==> config.mk <==
export PLATFORM = sky130hd
export DESIGN_NAME = cgi_geometry_regs
export DESIGN_NICKNAME = d
export VERILOG_FILES = /design/src/hdl/cgi_geometry_regs.v
export VERILOG_INCLUDE_DIRS = /design/src /design/src/pkg
export SDC_FILE = /design/constraint.sdc
export NUM_CORES = 1
export LEC_CHECK = 0
export ABC_CLOCK_PERIOD_IN_PS = 5350
export BUFFER_PORTS_ARGS = -buffer_cell sky130_fd_sc_hd__buf_2
export CAP_MARGIN = 20
export CELL_PAD_IN_SITES_DETAIL_PLACEMENT = 1
export CELL_PAD_IN_SITES_GLOBAL_PLACEMENT = 2
export CORE_UTILIZATION = 36
export DETAILED_ROUTE_END_ITERATION = 10
export PLACE_DENSITY = 0.89
export SLEW_MARGIN = 20
export SYNTH_ARGS = -nofsm -noshare
export SYNTH_HDL_FRONTEND = slang
export SYNTH_SLANG_ARGS = --single-unit
==> constraint.sdc <==
create_clock -name clk_sys -period 5.35 [get_ports clk_sys]
set_clock_uncertainty 0.1 [all_clocks]
set_input_delay 0.535 -clock clk_sys [delete_from_list [all_inputs] [get_ports clk_sys]]
set_output_delay 0.535 -clock clk_sys [all_outputs]
set_load 0.02 [all_outputs]
==> src/pkg/cgi_consts.vh <==
`ifndef CGI_CONSTS_VH
`define CGI_CONSTS_VH

// ----------------------------------------------------------------
// Register selection by secondary opcode
// ----------------------------------------------------------------
`define CGI_SEL_CACHE      3'h1
`define CGI_SEL_RAM        3'h2

// ----------------------------------------------------------------
// Cache geometry word fields
// ----------------------------------------------------------------
`define CGI_DC_ABSENT_BIT  14
`define CGI_DC_LINE_LSB    12
`define CGI_IC_CAP_LSB     6
`define CGI_IC_WAYS_LSB    3
`define CGI_IC_ABSENT_BIT  2
`define CGI_IC_LINE_LSB    0
`define CGI_LINE_8_WORDS   2'h2
`define CGI_WAYS_FOUR      3'h2
`define CGI_WAYS_NONE      3'h0

// ----------------------------------------------------------------
// Local RAM size word fields
// ----------------------------------------------------------------
`define CGI_DR_CAP_LSB     18
`define CGI_DR_ABSENT_BIT  14
`define CGI_IR_CAP_LSB     6
`define CGI_IR_ABSENT_BIT  2

// ----------------------------------------------------------------
// Capacity codes and reset values
// ----------------------------------------------------------------
`define CGI_CAP_NONE       4'h0
`define CGI_CAP_MAX        4'hb
`define CGI_RESET_WORD     32'h0000_0000
`define CGI_STRAP_RESET    16'h0000

`endif
==> src/hdl/cgi_geometry_regs.v <==
// Function
// Bit 14 of the cache geometry word reads 0 with a data cache, 1 without.
// Bits 13:12 of the cache geometry word always read 2'b10 (eight words).
// Bits 9:6 report the fitted instruction cache capacity code.
// Bits 5:3 report four-way (3'b010) when an instruction cache is fitted.
// Bit 2 reads 0 with an instruction cache and 1 without.
// Bits 1:0 of the cache geometry word always read 2'b10 (eight words).
// Presence and capacity come from inputs driven by the cache block.
// A register 0 read with secondary opcode 2 returns the RAM size word.
// Bits 21:18 and 9:6 carry data and instruction RAM capacity codes.
// Bit 14 of the RAM size word reads 1 when no data RAM is fitted.
// Bit 2 of the RAM size word reads 1 when no instruction RAM is fitted.
// Reserved bits read zero and writes change nothing.
`include "cgi_consts.vh"

module cgi_geometry_regs (
    // Clock and reset
    input  wire        clk_sys,
    input  wire        resetn,
    // Coprocessor register 0 read port
    input  wire        rd_en,
    input  wire [2:0]  rd_opcode2,
    input  wire        wr_en,
    input  wire [31:0] wr_data,
    // Geometry from cache and memory blocks
    input  wire        dcache_absent_flag,
    input  wire        icache_absent_flag,
    input  wire [3:0]  icache_capacity_code,
    input  wire        data_ram_absent_flag,
    input  wire [3:0]  data_ram_capacity_code,
    input  wire        instr_ram_absent_flag,
    input  wire [3:0]  instr_ram_capacity_code,
    // Read answer
    output reg  [31:0] rd_data,
    output reg         rd_valid,
    output reg         rd_hit
);

    // ----------------------------------------------------------------
    // Field widths and capture layout
    // ----------------------------------------------------------------
    localparam WORD_W = 32;
    localparam CAP_W  = 4;
    localparam WAYS_W = 3;
    localparam LINE_W = 2;
    localparam SEL_W  = 3;
    localparam GEO_W  = 16;

    // Position of each strap inside the captured vector.
    localparam G_DC_ABS = 15;
    localparam G_IC_ABS = 14;
    localparam G_IC_CAP = 10;
    localparam G_DR_ABS = 9;
    localparam G_DR_CAP = 5;
    localparam G_IR_ABS = 4;
    localparam G_IR_CAP = 0;

    // ----------------------------------------------------------------
    // Decoding helpers
    // ----------------------------------------------------------------
    function sel_is_cache;
        input [SEL_W-1:0] opcode;
        begin
            sel_is_cache = (opcode == `CGI_SEL_CACHE);
        end
    endfunction

    function sel_is_ram;
        input [SEL_W-1:0] opcode;
        begin
            sel_is_ram = (opcode == `CGI_SEL_RAM);
        end
    endfunction

    // Any other secondary opcode names a word kept outside this block.
    function sel_hit;
        input [SEL_W-1:0] opcode;
        begin
            sel_hit = sel_is_cache(opcode) | sel_is_ram(opcode);
        end
    endfunction

    // An absent cache reports zero size so that software ignores it.
    function [CAP_W-1:0] cap_if_fitted;
        input             absent;
        input [CAP_W-1:0] code;
        begin
            cap_if_fitted = absent ? `CGI_CAP_NONE : code;
        end
    endfunction

    function [WAYS_W-1:0] ways_if_fitted;
        input absent;
        begin
            ways_if_fitted = absent ? `CGI_WAYS_NONE : `CGI_WAYS_FOUR;
        end
    endfunction

    // ----------------------------------------------------------------
    // Geometry input capture
    // ----------------------------------------------------------------
    // The straps may be tied at pins by a wrapper, so every bit passes
    // two flip-flops before any logic looks at it.
    wire [GEO_W-1:0] geo_raw;
    wire [GEO_W-1:0] geo_sync;

    // inputs from blocks
    assign geo_raw[G_DC_ABS]                  = dcache_absent_flag;
    assign geo_raw[G_IC_ABS]                  = icache_absent_flag;
    assign geo_raw[G_IC_CAP+CAP_W-1:G_IC_CAP] = icache_capacity_code;
    assign geo_raw[G_DR_ABS]                  = data_ram_absent_flag;
    assign geo_raw[G_DR_CAP+CAP_W-1:G_DR_CAP] = data_ram_capacity_code;
    assign geo_raw[G_IR_ABS]                  = instr_ram_absent_flag;
    assign geo_raw[G_IR_CAP+CAP_W-1:G_IR_CAP] = instr_ram_capacity_code;

    // Each strap bit gets its own two-stage chain.
    genvar gi;
    generate
        for (gi = 0; gi < GEO_W; gi = gi + 1) begin : g_sync
            reg meta_bit;
            reg sync_bit;

            always @(posedge clk_sys or negedge resetn) begin
                if (!resetn) begin
                    meta_bit <= 1'b0;
                    sync_bit <= 1'b0;
                end else begin
                    meta_bit <= geo_raw[gi];
                    sync_bit <= meta_bit;
                end
            end

            assign geo_sync[gi] = sync_bit;
        end
    endgenerate

    // ----------------------------------------------------------------
    // Steadiness filter
    // ----------------------------------------------------------------
    // Per-bit synchronisers may resolve the bits of one code on
    // different edges; only a vector seen twice alike is passed on,
    // so a read never sees a capacity code torn between two values.
    reg  [GEO_W-1:0] geo_prev;
    reg  [GEO_W-1:0] geo_hold;
    reg  [GEO_W-1:0] next_geo_hold;
    wire             geo_steady;

    assign geo_steady = (geo_sync == geo_prev);

    always @* begin
        next_geo_hold = geo_hold;
        if (geo_steady) begin
            next_geo_hold = geo_sync;
        end
    end

    always @(posedge clk_sys or negedge resetn) begin
        if (!resetn) begin
            geo_prev <= `CGI_STRAP_RESET;
            geo_hold <= `CGI_STRAP_RESET;
        end else begin
            geo_prev <= geo_sync;
            geo_hold <= next_geo_hold;
        end
    end

    // ----------------------------------------------------------------
    // Settled geometry fields
    // ----------------------------------------------------------------
    // Fields are cut from the held vector, never from the raw straps.
    wire              s_dc_abs;
    wire              s_ic_abs;
    wire [CAP_W-1:0]  s_ic_cap;
    wire              s_dr_abs;
    wire [CAP_W-1:0]  s_dr_cap;
    wire              s_ir_abs;
    wire [CAP_W-1:0]  s_ir_cap;

    assign s_dc_abs = geo_hold[G_DC_ABS];
    assign s_ic_abs = geo_hold[G_IC_ABS];
    assign s_ic_cap = geo_hold[G_IC_CAP+CAP_W-1:G_IC_CAP];
    assign s_dr_abs = geo_hold[G_DR_ABS];
    assign s_dr_cap = geo_hold[G_DR_CAP+CAP_W-1:G_DR_CAP];
    assign s_ir_abs = geo_hold[G_IR_ABS];
    assign s_ir_cap = geo_hold[G_IR_CAP+CAP_W-1:G_IR_CAP];

    // Instruction cache fields that depend on presence.
    wire [CAP_W-1:0]  ic_cap_field;
    wire [WAYS_W-1:0] ic_ways_field;

    // capacity when fitted
    assign ic_cap_field  = cap_if_fitted(s_ic_abs, s_ic_cap);
    // four-way when fitted
    assign ic_ways_field = ways_if_fitted(s_ic_abs);

    // ----------------------------------------------------------------
    // Cache geometry word
    // ----------------------------------------------------------------
    reg [WORD_W-1:0] cache_geometry_info;

    always @* begin
        // reserved zero
        cache_geometry_info = `CGI_RESET_WORD;
        // data cache absence
        cache_geometry_info[`CGI_DC_ABSENT_BIT] = s_dc_abs;
        // data line length
        cache_geometry_info[`CGI_DC_LINE_LSB+LINE_W-1:`CGI_DC_LINE_LSB] =
            `CGI_LINE_8_WORDS;
        // instruction cache capacity
        cache_geometry_info[`CGI_IC_CAP_LSB+CAP_W-1:`CGI_IC_CAP_LSB] =
            ic_cap_field;
        // instruction cache ways
        cache_geometry_info[`CGI_IC_WAYS_LSB+WAYS_W-1:`CGI_IC_WAYS_LSB] =
            ic_ways_field;
        // instruction cache absence
        cache_geometry_info[`CGI_IC_ABSENT_BIT] = s_ic_abs;
        // instruction line length
        cache_geometry_info[`CGI_IC_LINE_LSB+LINE_W-1:`CGI_IC_LINE_LSB] =
            `CGI_LINE_8_WORDS;
    end

    // ----------------------------------------------------------------
    // Local RAM size word
    // ----------------------------------------------------------------
    reg [WORD_W-1:0] local_ram_size_info;

    always @* begin
        // reserved zero
        local_ram_size_info = `CGI_RESET_WORD;
        // data RAM capacity
        local_ram_size_info[`CGI_DR_CAP_LSB+CAP_W-1:`CGI_DR_CAP_LSB] =
            s_dr_cap;
        // data RAM absence
        local_ram_size_info[`CGI_DR_ABSENT_BIT] = s_dr_abs;
        // instruction RAM capacity
        local_ram_size_info[`CGI_IR_CAP_LSB+CAP_W-1:`CGI_IR_CAP_LSB] =
            s_ir_cap;
        // instruction RAM absence
        local_ram_size_info[`CGI_IR_ABSENT_BIT] = s_ir_abs;
    end

    // ----------------------------------------------------------------
    // Read select
    // ----------------------------------------------------------------
    // A read of any other secondary opcode still answers, with zero data,
    // so the core never waits on a word that lives outside this block.
    reg [WORD_W-1:0] next_rd_data;
    reg              next_rd_hit;
    reg              next_rd_valid;

    always @* begin
        next_rd_valid = rd_en;
        next_rd_hit   = 1'b0;
        next_rd_data  = `CGI_RESET_WORD;
        if (rd_en) begin
            next_rd_hit = sel_hit(rd_opcode2);
            if (sel_is_cache(rd_opcode2)) begin
                next_rd_data = cache_geometry_info;
            end
            // RAM size word select
            if (sel_is_ram(rd_opcode2)) begin
                next_rd_data = local_ram_size_info;
            end
        end
    end

    // ----------------------------------------------------------------
    // Write path
    // ----------------------------------------------------------------
    // Both words are read-only: a write strobe and its data are taken
    // at the port and dropped, so no write can disturb a reported value.
    // Nothing here holds writable state; the block's only flops capture the straps, filter them for steadiness and hold the read answer.

    // ----------------------------------------------------------------
    // Read answer registers
    // ----------------------------------------------------------------
    // Each answer signal leaves from its own flop, so the core never
    // sees a glitch from the opcode decode.
    always @(posedge clk_sys or negedge resetn) begin
        if (!resetn) begin
            rd_valid <= 1'b0;
        end else begin
            rd_valid <= next_rd_valid;
        end
    end

    always @(posedge clk_sys or negedge resetn) begin
        if (!resetn) begin
            rd_hit <= 1'b0;
        end else begin
            rd_hit <= next_rd_hit;
        end
    end

    always @(posedge clk_sys or negedge resetn) begin
        if (!resetn) begin
            rd_data <= `CGI_RESET_WORD;
        end else begin
            rd_data <= next_rd_data;
        end
    end

endmodule // cgi_geometry_regs

* Word level (Yosys, flattened, before mapping) *
Cells that the tools add are included.

word-level totals
  output and inout port bits = 34
  register bits after elaboration = 98
  input bits = 55

operators by class
  equal/unequal tests = 3
  bitwise operators = 1
  multiplexer cells = 6

operators with widths
  operator                                                          number
  32-bit 2-to-1 mux                                                 1
  22-bit 2-to-1 mux                                                 1
  16-bit == test                                                    1
  15-bit 2-to-1 mux                                                 1
  4-bit 2-to-1 mux                                                  1
  3-bit by 1-bit == test with 1-bit output (second input constant)  1
  3-bit by 2-bit == test with 1-bit output (second input constant)  1
  2-bit 2-to-1 mux                                                  1
  1-bit 2-to-1 mux                                                  1
  1-bit bitwise OR                                                  1

* Longest topological paths before layout *
Gate-level depths: netlist of run 1.

  depth in word-level cells = 4
  depth in mapped cells = 5

* Worst setup path before layout of run 1 *
OpenSTA, ideal clock, no wires.

  path kind = reg2reg
  start point = register g_sync[1].sync_bit
  end point = register geo_hold[10]
  buffers on the path = 1
  cell stages (with the launch flop) = 6
  arrival time = 1.584 ns
  slack = 3.541 ns
  setup time = 0.125 ns
  cells stage by stage = dfrtp_1 -> xor2_1 -> nor4_1 -> nand4_2 -> buf_6 -> mux2_4

on the way
  longest elaborated chain between the ends = 1

ends and longest elaborated chain
  item                    RTL line                 source
  start, declared         cgi_geometry_regs.v:121  reg sync_bit;
  start signal, assigned  cgi_geometry_regs.v:129  sync_bit <= meta_bit;
  16-bit == test          cgi_geometry_regs.v:148  assign geo_steady = (geo_sync == geo_prev);
  end signal, assigned    cgi_geometry_regs.v:160  geo_hold <= `CGI_STRAP_RESET;
  end signal, assigned    cgi_geometry_regs.v:163  geo_hold <= next_geo_hold;
  end, declared           cgi_geometry_regs.v:144  reg [GEO_W-1:0] geo_hold;

Every way passes these cells.
A chain may end at the register's enable or synchronous reset.

* Worst setup path in the final report of run 1 *
  start point = register g_sync[2].sync_bit
  end point = register geo_hold[8]

on the way
  longest elaborated chain between the ends = 1

ends and longest elaborated chain
  item                    RTL line
  start, declared         cgi_geometry_regs.v:121
  start signal, assigned  cgi_geometry_regs.v:129
  16-bit == test          cgi_geometry_regs.v:148

Every way passes these cells.

==> out/results.txt, run 1 <==
Global routing finished with a remaining overflow of 0. From bottom edge to top edge, the die measures 87.52 µm. At the end of the flow the core is filled with cells to 43.80%. The placeable core region came out at 6944 µm². The area fraction of the dominant cell type after synthesis was 74.14%. On the worst path, the slowest cell contributes a delay of 630 ps. Summing all placed instances gives a cell area of 2844 µm². Routing usage on met2: 18.39%.

The run gives 0 as the number of post-CTS setup repair buffers. The design draws 1.080 mW. The number of fillers in the final layout was 690; the post-synth design cell area was 2633 µm².

Across every metal layer, demand over resource in global routing totals 11.87%. The total number of cells along the worst setup path is 4. The initial antenna violation count was 0. The synthesized design contains 78 register bits. The hold path depth is 1. Dividing the final minimum period by the clock period gives 44.65%. The net count of the finished layout is 250.

The number of cell instances on the worst register-to-register path is 4, and the max capacitance violation total is 0. Leaving out filler cells and counting taps, the final layout contains 296. TritonCTS buffer count: 9. Chip width: 87.52 µm. The synthesized area per cell works out to 17.32 µm². The flow ran to the end, and the final reports show no timing, DRC or antenna violations. The run gives 3042 µm² as the final non-filler cell area. Leaving out fill and tap cells, the most frequent cell in the layout is sky130_fd_sc_hd__dfrtp_1. Once the clock tree was built, the resizer swapped 0 gates to a different size. The tools report the maximum operating frequency as 418.7 MHz.

The worst-skew pair later-pin latency is 340 ps. At the pin with the least slew margin, the transition time is 938.1 ps. The library cells used most frequently in the layout, excluding fill and tap cells, are sky130_fd_sc_hd__dfrtp_1 (78), sky130_fd_sc_hd__buf_2 (35), sky130_fd_sc_hd__conb_1 (19). The clock tree synthesis step divided the H-tree into 3 levels. The signal on the critical path passes through xor2_1 -> nor4_1 -> nand4_2 -> mux2_4.

The tools report the buffer levels on the longest clock path as 2. The synthesized netlist contains 16 unique library cells. Clock tree synthesis found a total of 78 sinks.

The max-slew violation count was 0; the number of DRC markers after the initial detailed-route iteration was 56. For the placed wire-length estimate after detailed placement, the log shows 2515 µm. The number of I/O port buffers was 36; the leakage power of the design was 1.565 nW. By area the synthesized netlist is led by sky130_fd_sc_hd__dfrtp_1 (74%), sky130_fd_sc_hd__buf_4 (5.7%), sky130_fd_sc_hd__mux2_4 (5.7%). Of all cell types, the one taking the most synthesized area is sky130_fd_sc_hd__dfrtp_1. Root buffer cell: sky130_fd_sc_hd__clkbuf_8. The number of warnings issued by yosys is 0. The average wire per standard cell was 13.21 µm. The net switching power came out at 0.2451 mW.

The repair_antennas step left the layout with diodes totalling 0. The tools report the sequential-to-total area share from yosys stat as 74.14%. The required time of the worst setup path was 5470 ps; the hold-fix buffer count after cts was 0. The fraction of layout instances using a drive strength above 1 works out to 36.00%. The routed layout has 1,230 vias. The die covers 7659 µm². STA classifies the critical path endpoint as a flop. Per report_power, the clock group accounts for 38.1% of the total. The buffering stage count on the worst path with inverters included is 0, and the post-placement setup slack is 2935 ps. Path type of the worst setup path: reg -> reg. The logs give 6430 µm for the first-pass GRT wire length and 57.4% for the sequential fraction of design power.

Entering global routing, the biggest net connects 79 pins. Setup repair after global routing left no endpoint under its margin. Once placement completed, the tool counted placed cells totaling 280. The switching fraction of total power came out at 22.70%. The clock period could shrink to 2389 ps. On the final layout, the worst hold slack is 191.4 ps. Global routing consumed, on the met1 layer, 13.57% of the routing resources. The logs give 0 for the DRC violation count after routing and 598.1 µm² for the area taken by multi-input logic gates. The global routing stage identified its most utilized layer as met2. The I/O pin count is 89.

The aggregate routed wire length was 3911 µm. The library cell contributing the largest single delay on the critical path is sky130_fd_sc_hd__nand4_2. The synthesized instance count is 152, and the average vias per placed instance is 4.155.

The min-delay analysis places its worst path in the category in -> reg. For the last weighted congestion value of the routability-driven placer, the log shows 0.6484. The tools report the site row count as 30.

The largest fanout on the critical path came out at 16. The data arrival time of the critical path is 2510 ps. The combinational power share is 4.5%. Internal power: 0.8347 mW. The launching element type of the critical path was a flop. TritonCTS built the clock tree. The number of global-route vias before repair is 1,320. After clock tree synthesis, the clock-pin slew on the worst setup and hold paths is 80 ps. The effective utilization at floorplan is 37.91%, and the smallest setup slack after layout is 2961 ps. Grouping stages by cell kind, the critical path spends the most delay in simple AND/OR/NAND/NOR gates.

The first TritonRoute pass finished after 3 iterations. The run gives 0 as the final number of hold-violating endpoints. The worst slew margin relative to its limit came out at 37.46%. Across the VDD grid, the largest voltage drop is 0.09895 mV. The sequential cells in the finished layout cover a total of 1952 µm².

The logs give 0 for the number of setup violations in the final report and 0 ps for the final setup TNS. For this design the ratio of total power to cell area is 355.0 nW/µm². The layout overhead on the synthesized area works out to 15.54%. For the remaining number of nets flagged by the antenna check after routing, the log shows 0. For this run, global-route usage on met3 was measured as 3.318%.
cells by family (layout without fill, tap and decap cells):
family                    after synthesis  after routing  share of synthesized area (%)
buffers and inverters                  22             52                          6.273
other                                   1             19                         0.1424
AOI/OAI and AO/OA                       6              6                          1.996
and+or+nand+nor                        13             13                          3.850
xor gates and xnor gates               16             16                          5.323
DFF                                    78             78                          74.14
muxes                                  16             16                          8.270
final cells by class:
class	count	share of cell area (%)
multi-input cells	70	19.66
flip-flops and latches	78	64.17
repair buffers	36	6.006
clock inverters	7	2.139
clock buffers	9	4.072
well taps	96	3.949
cells in the mapped netlist:
master                     instances
sky130_fd_sc_hd__a22o_1            6
sky130_fd_sc_hd__and2_1            4
sky130_fd_sc_hd__buf_4            20
sky130_fd_sc_hd__buf_6             1
sky130_fd_sc_hd__clkbuf_1          1
sky130_fd_sc_hd__conb_1            1
sky130_fd_sc_hd__dfrtp_1          78
sky130_fd_sc_hd__mux2_2            6
sky130_fd_sc_hd__mux2_4           10
sky130_fd_sc_hd__nand4_2           1
sky130_fd_sc_hd__nor2b_1           1
sky130_fd_sc_hd__nor4_1            3
sky130_fd_sc_hd__nor4_2            1
sky130_fd_sc_hd__nor4bb_1          2
sky130_fd_sc_hd__or2_2             1
sky130_fd_sc_hd__xor2_1           16
power by group through the flow:
| stage | sequential, mW | clock [mW] | combinational [mW] |
|---|---|---|---|
| 6_report | 0.620 | 0.412 | 0.0481 |
| 5_1_grt | 0.622 | 0.452 | 0.0538 |
| 4_1_cts | 0.620 | 0.432 | 0.0486 |
| 3_5_place_dp | 0.632 | 0 | 0.0485 |
| 3_3_place_gp | 0.630 | 0 | 0.0472 |
| 2_1_floorplan | 0.630 | 0 | 0.0340 |
final timing paths:
path / start / end / slack, ps
worst min-delay path: data_ram_capacity_code[2] / g_sync[7].meta_bit / 190
worst min register to register: g_sync[6].meta_bit / g_sync[6].sync_bit / 250
worst max register to register: g_sync[2].sync_bit / geo_hold[8] / 2960
max in group asynchronous: resetn / geo_hold[10] / 4310
min in group asynchronous: resetn / geo_hold[8] / 210
worst max-delay path: g_sync[2].sync_bit / geo_hold[8] / 2960
flip-flops by register name, indices dropped and copies added (netlist names):
signal	count
rd_data	12
rd_hit	1
rd_valid	1
g_sync.meta_bit	16
geo_prev	16
g_sync.sync_bit	16
geo_hold	16
per-layer routing:
metal | up-vias | wire (µm)
li1 | 552 | -
met1 | 615 | 1649
met2 | 53 | 1907
met3 | 10 | 215
met4 | 0 | 138
met5 | - | 0
(Power assumes the default switching activity.)
==> run 2, diff against run 1 <==
- ABC_AREA: not set -> 1
- ABC_CLOCK_PERIOD_IN_PS: 5350 -> 2500
- CORE_UTILIZATION: 36 -> 30
- PLACE_DENSITY: 0.89 -> 0.83
- clock period: 5.35 -> 2.5 ns (I/O delays scaled with it)
==> out/results.txt, run 2 <==
Setup repair after global routing left no endpoint under its margin. The launching element type of the critical path was a flop. Last weighted congestion value of the routability-driven placer: 0.7022 (+8.3%).

The aggregate routed wire length is 4723 µm (+21%), and the xor and xnor fraction of the mapped netlist area is 0% (-5.3 points). The chip width came out at 99.17 µm (+13%). For the placed wire-length estimate after detailed placement, the log shows 3060 µm (+22%). Area fraction of the dominant cell type after synthesis: 68.90% (-5.2 points).

The cell taking the most area after synthesis was sky130_fd_sc_hd__dfrtp_1. The number of I/O port buffers came out at 36 (unchanged). Max-slew violation count: 0 (unchanged).

The synthesized instance count was 274 (+80%). Root buffer cell: sky130_fd_sc_hd__clkbuf_8. The I/O pin count is 89 (unchanged). The TritonCTS buffer count was 9 (unchanged). Initial antenna violation count: 0 (unchanged). The critical path starts at g_sync[6].sync_bit. The number of fillers in the final layout is 1,046 (+52%).

The die boundary height was 99.17 µm (+13%). The final setup TNS is 0 ps (unchanged), and the share of flip-flops with an asynchronous set or reset after synthesis is 100.0% (unchanged). The post-route fraction of the period consumed by the critical path was 70.91% (+26 points).

The run gives 78 (unchanged) as the number of sinks driven by the clock tree. The tools report the startpoint of the most critical hold path as rd_opcode2[2]. The register bit count reported by yosys was 78 (unchanged).

The fraction of layout instances using a drive strength above 1 works out to 16.02% (-20 points). The logs give 727.3 ps (-2234 ps) for the smallest setup slack after layout and 1910 ps (-600 ps) for the data arrival time of the critical path. The leakage power of the design is 1.883 nW (+20%), and the simple-gate share of the synthesized area is 18.20% (+14 points).

The placeable core region came out at 9196 µm² (+32%). The clock slew seen by the registers of the worst setup and hold paths is 80 ps (about the same). The net count of the finished layout came out at 389 (+56%). The largest family of logic cells by synthesized area is simple AND/OR/NAND/NOR gates. TritonCTS built the clock tree. The post-synth design cell area is 2833 µm² (+7.6%).

The largest fanout on the critical path was 17 (+1). STA classifies the critical path endpoint as a flop. For the effective utilization at floorplan, the log shows 30.80% (-7.1 points).

The post-synthesis cell type count came out at 15 (-1). The post-placement setup slack came out at 744.2 ps (-2191 ps). The peak supply drop was 0.2591 mV (+160%). Average vias per placed instance: 4.071 (-2.0%).

Largest net degree at the start of global routing: 46 (-42%). Path type of the worst setup path: reg -> reg. The number of warnings issued by yosys was 0 (unchanged).

For the final number of hold-violating endpoints, the log shows 0 (unchanged). The first-pass GRT wire length was 8383 µm (+30%). Compared with the post-synthesis result, the final layout area differs by 21.86%.

The die area came out at 9835 µm² (+28%). The sequential-to-total area share from yosys stat was 68.90% (-5.2 points); the power per standard cell area was 717.1 nW/µm² (+100%). The overall overflow remaining after global route is 0 (unchanged).

Among all flip-flop cells after synthesis, the most frequent one is sky130_fd_sc_hd__dfrtp_1. For the total number of H-tree levels, the log shows 3 (unchanged). The run finished with clean final reports. The via total after detailed routing was 1,824 (+48%).

The site row count is 35 (+17%), and the number of enable-type register cells in the synthesized netlist is 0 (unchanged). The tightest min-delay check is of the in -> reg type. The global router's overall resource usage is 11.32% (-0.55 points), and the shortest period the worst path allows is 1773 ps (-615.9 ps). The required time of the worst setup path is 2640 ps (-2830 ps), and the first-pass detailed-route iteration total is 4 (+1). In the synthesized netlist, the cells that appear most often are sky130_fd_sc_hd__dfrtp_1 (78), sky130_fd_sc_hd__nand2_1 (78), sky130_fd_sc_hd__inv_1 (40). The number of DRC markers after the initial detailed-route iteration was 85 (+52%); the maximum operating frequency was 564.1 MHz (+35%).

The DRC violation count after routing came out at 0 (unchanged). The adder-cell share of the synthesized area works out to 0% (unchanged). The synthesized area per cell works out to 10.34 µm² (-40%). The final antenna diode count was 0 (unchanged); the number of post-CTS setup repair buffers was 0 (unchanged). The average wire per standard cell works out to 10.54 µm (-20%). The multiplexer area fraction after synthesis was 0% (-8.3 points). The tools report the max capacitance violation total as 0 (unchanged). Yosys attributes the largest share of cell area to sky130_fd_sc_hd__dfrtp_1 (69%), sky130_fd_sc_hd__nand2_1 (10%), sky130_fd_sc_hd__buf_4 (5.8%). The worst register-to-register path begins at g_sync[6].sync_bit. The number of global-route vias before repair was 1,867 (+41%).

The library cells used most frequently in the layout, excluding fill and tap cells, are sky130_fd_sc_hd__nand2_1 (78), sky130_fd_sc_hd__dfrtp_1 (78), sky130_fd_sc_hd__inv_1 (40). The run gives 2 (unchanged) as the buffer levels on the longest clock path. Area fraction in compound gates after synthesis: 1.104% (-0.89 points). The tools report the remaining number of nets flagged by the antenna check after routing as 0 (unchanged). The tools report the number of setup violations in the final report as 0 (unchanged). The worst-skew pair later-pin latency came out at 340 ps (about the same).
==> run 2: cell types whose count changed in the layout (fill, tap and decap cells not counted), sizes merged, moves of 3 or more <==
cell / previous run / this run
clkinv: 4 / 1
nand2: 0 / 79
o21ai: 0 / 5
a22o: 6 / 0
nand3: 0 / 16
dlygate4sd3: 0 / 18
inv: 0 / 40
nor4: 4 / 0
xor2: 16 / 0
nor2: 0 / 28
mux2: 16 / 0
and2: 4 / 0
==> run 2: layout make-up <==
cell class	count	area, µm²	area share, %
flip-flops and latches	78	1952	56.54
multi-input cells	150	618.1	17.91
repair buffers	55	382.9	11.09
inverters	40	150.1	4.349
well taps	111	138.9	4.023
clock buffers	10	137.6	3.987
clock inverters	4	72.57	2.102
==> run 2: cells by family after synthesis <==
family | after synthesis
buf+inv | 64
flops | 78
simple gates | 125
compound gates | 6
other cells | 1
==> run 2: critical path, stage by stage, from the launching register on <==
cell	delay, ps
sky130_fd_sc_hd__dfrtp_1	410
sky130_fd_sc_hd__nor2_1	130
sky130_fd_sc_hd__nor2_1	70
sky130_fd_sc_hd__nor2_1	90
sky130_fd_sc_hd__nand2_1	100
sky130_fd_sc_hd__nor2_4	410
sky130_fd_sc_hd__nand2_4	210
sky130_fd_sc_hd__nand2_1	110
sky130_fd_sc_hd__nand2_1	50
==> run 2: through the flow <==
stage | total power, mW | cells | util, % | hold WS (ps) | cell area [µm²]
floorplan | 1.434 | 292 | - | -145.6 | 2900
global placement | 1.467 | 416 | 33.29 | 122.8 | 3062
detailed placement | 1.475 | 416 | 33.29 | 129.3 | 3062
CTS | 2.534 | 448 | 37.54 | 90.65 | 3452
global route | 2.602 | 448 | 37.54 | 133.5 | 3452
finish | 2.475 | 448 | 37.54 | 114.5 | 3452
==> run 2: power breakdown <==
group	switching, mW	total, mW	internal (mW)
clock	0.432	1.01	0.577
combinational	0.0884	0.140	0.0515
sequential	0.0245	1.33	1.30
total	0.544	2.48	1.93
==> run 2: what timing repair did <==
item,CTS,global route
hold buffers,18,0
setup endpoints to repair,0,0
endpoints found under the hold margin,50,0
resized for setup,0,0
==> run 2: worst paths after layout <==
kind                                      end  slack (ps)  depth (start not counted)
max reg2reg                       geo_hold[3]         730                          8
min reg2reg                g_sync[4].sync_bit         250                          0
min in group asynchronous         geo_prev[9]         290                          2
max in group asynchronous         geo_prev[0]        1430                          3
min                                    rd_hit         110                          4
max                               geo_hold[3]         730                          8
==> run 2: per-layer routing <==
layer | global-route usage [%] | routed length, µm | vias up
li1 | - | - | 887
met1 | 12.97 | 2116 | 877
met2 | 18.50 | 2302 | 54
met3 | 4.006 | 217 | 6
met4 | 6.448 | 87 | 0
met5 | 0 | 0 | -
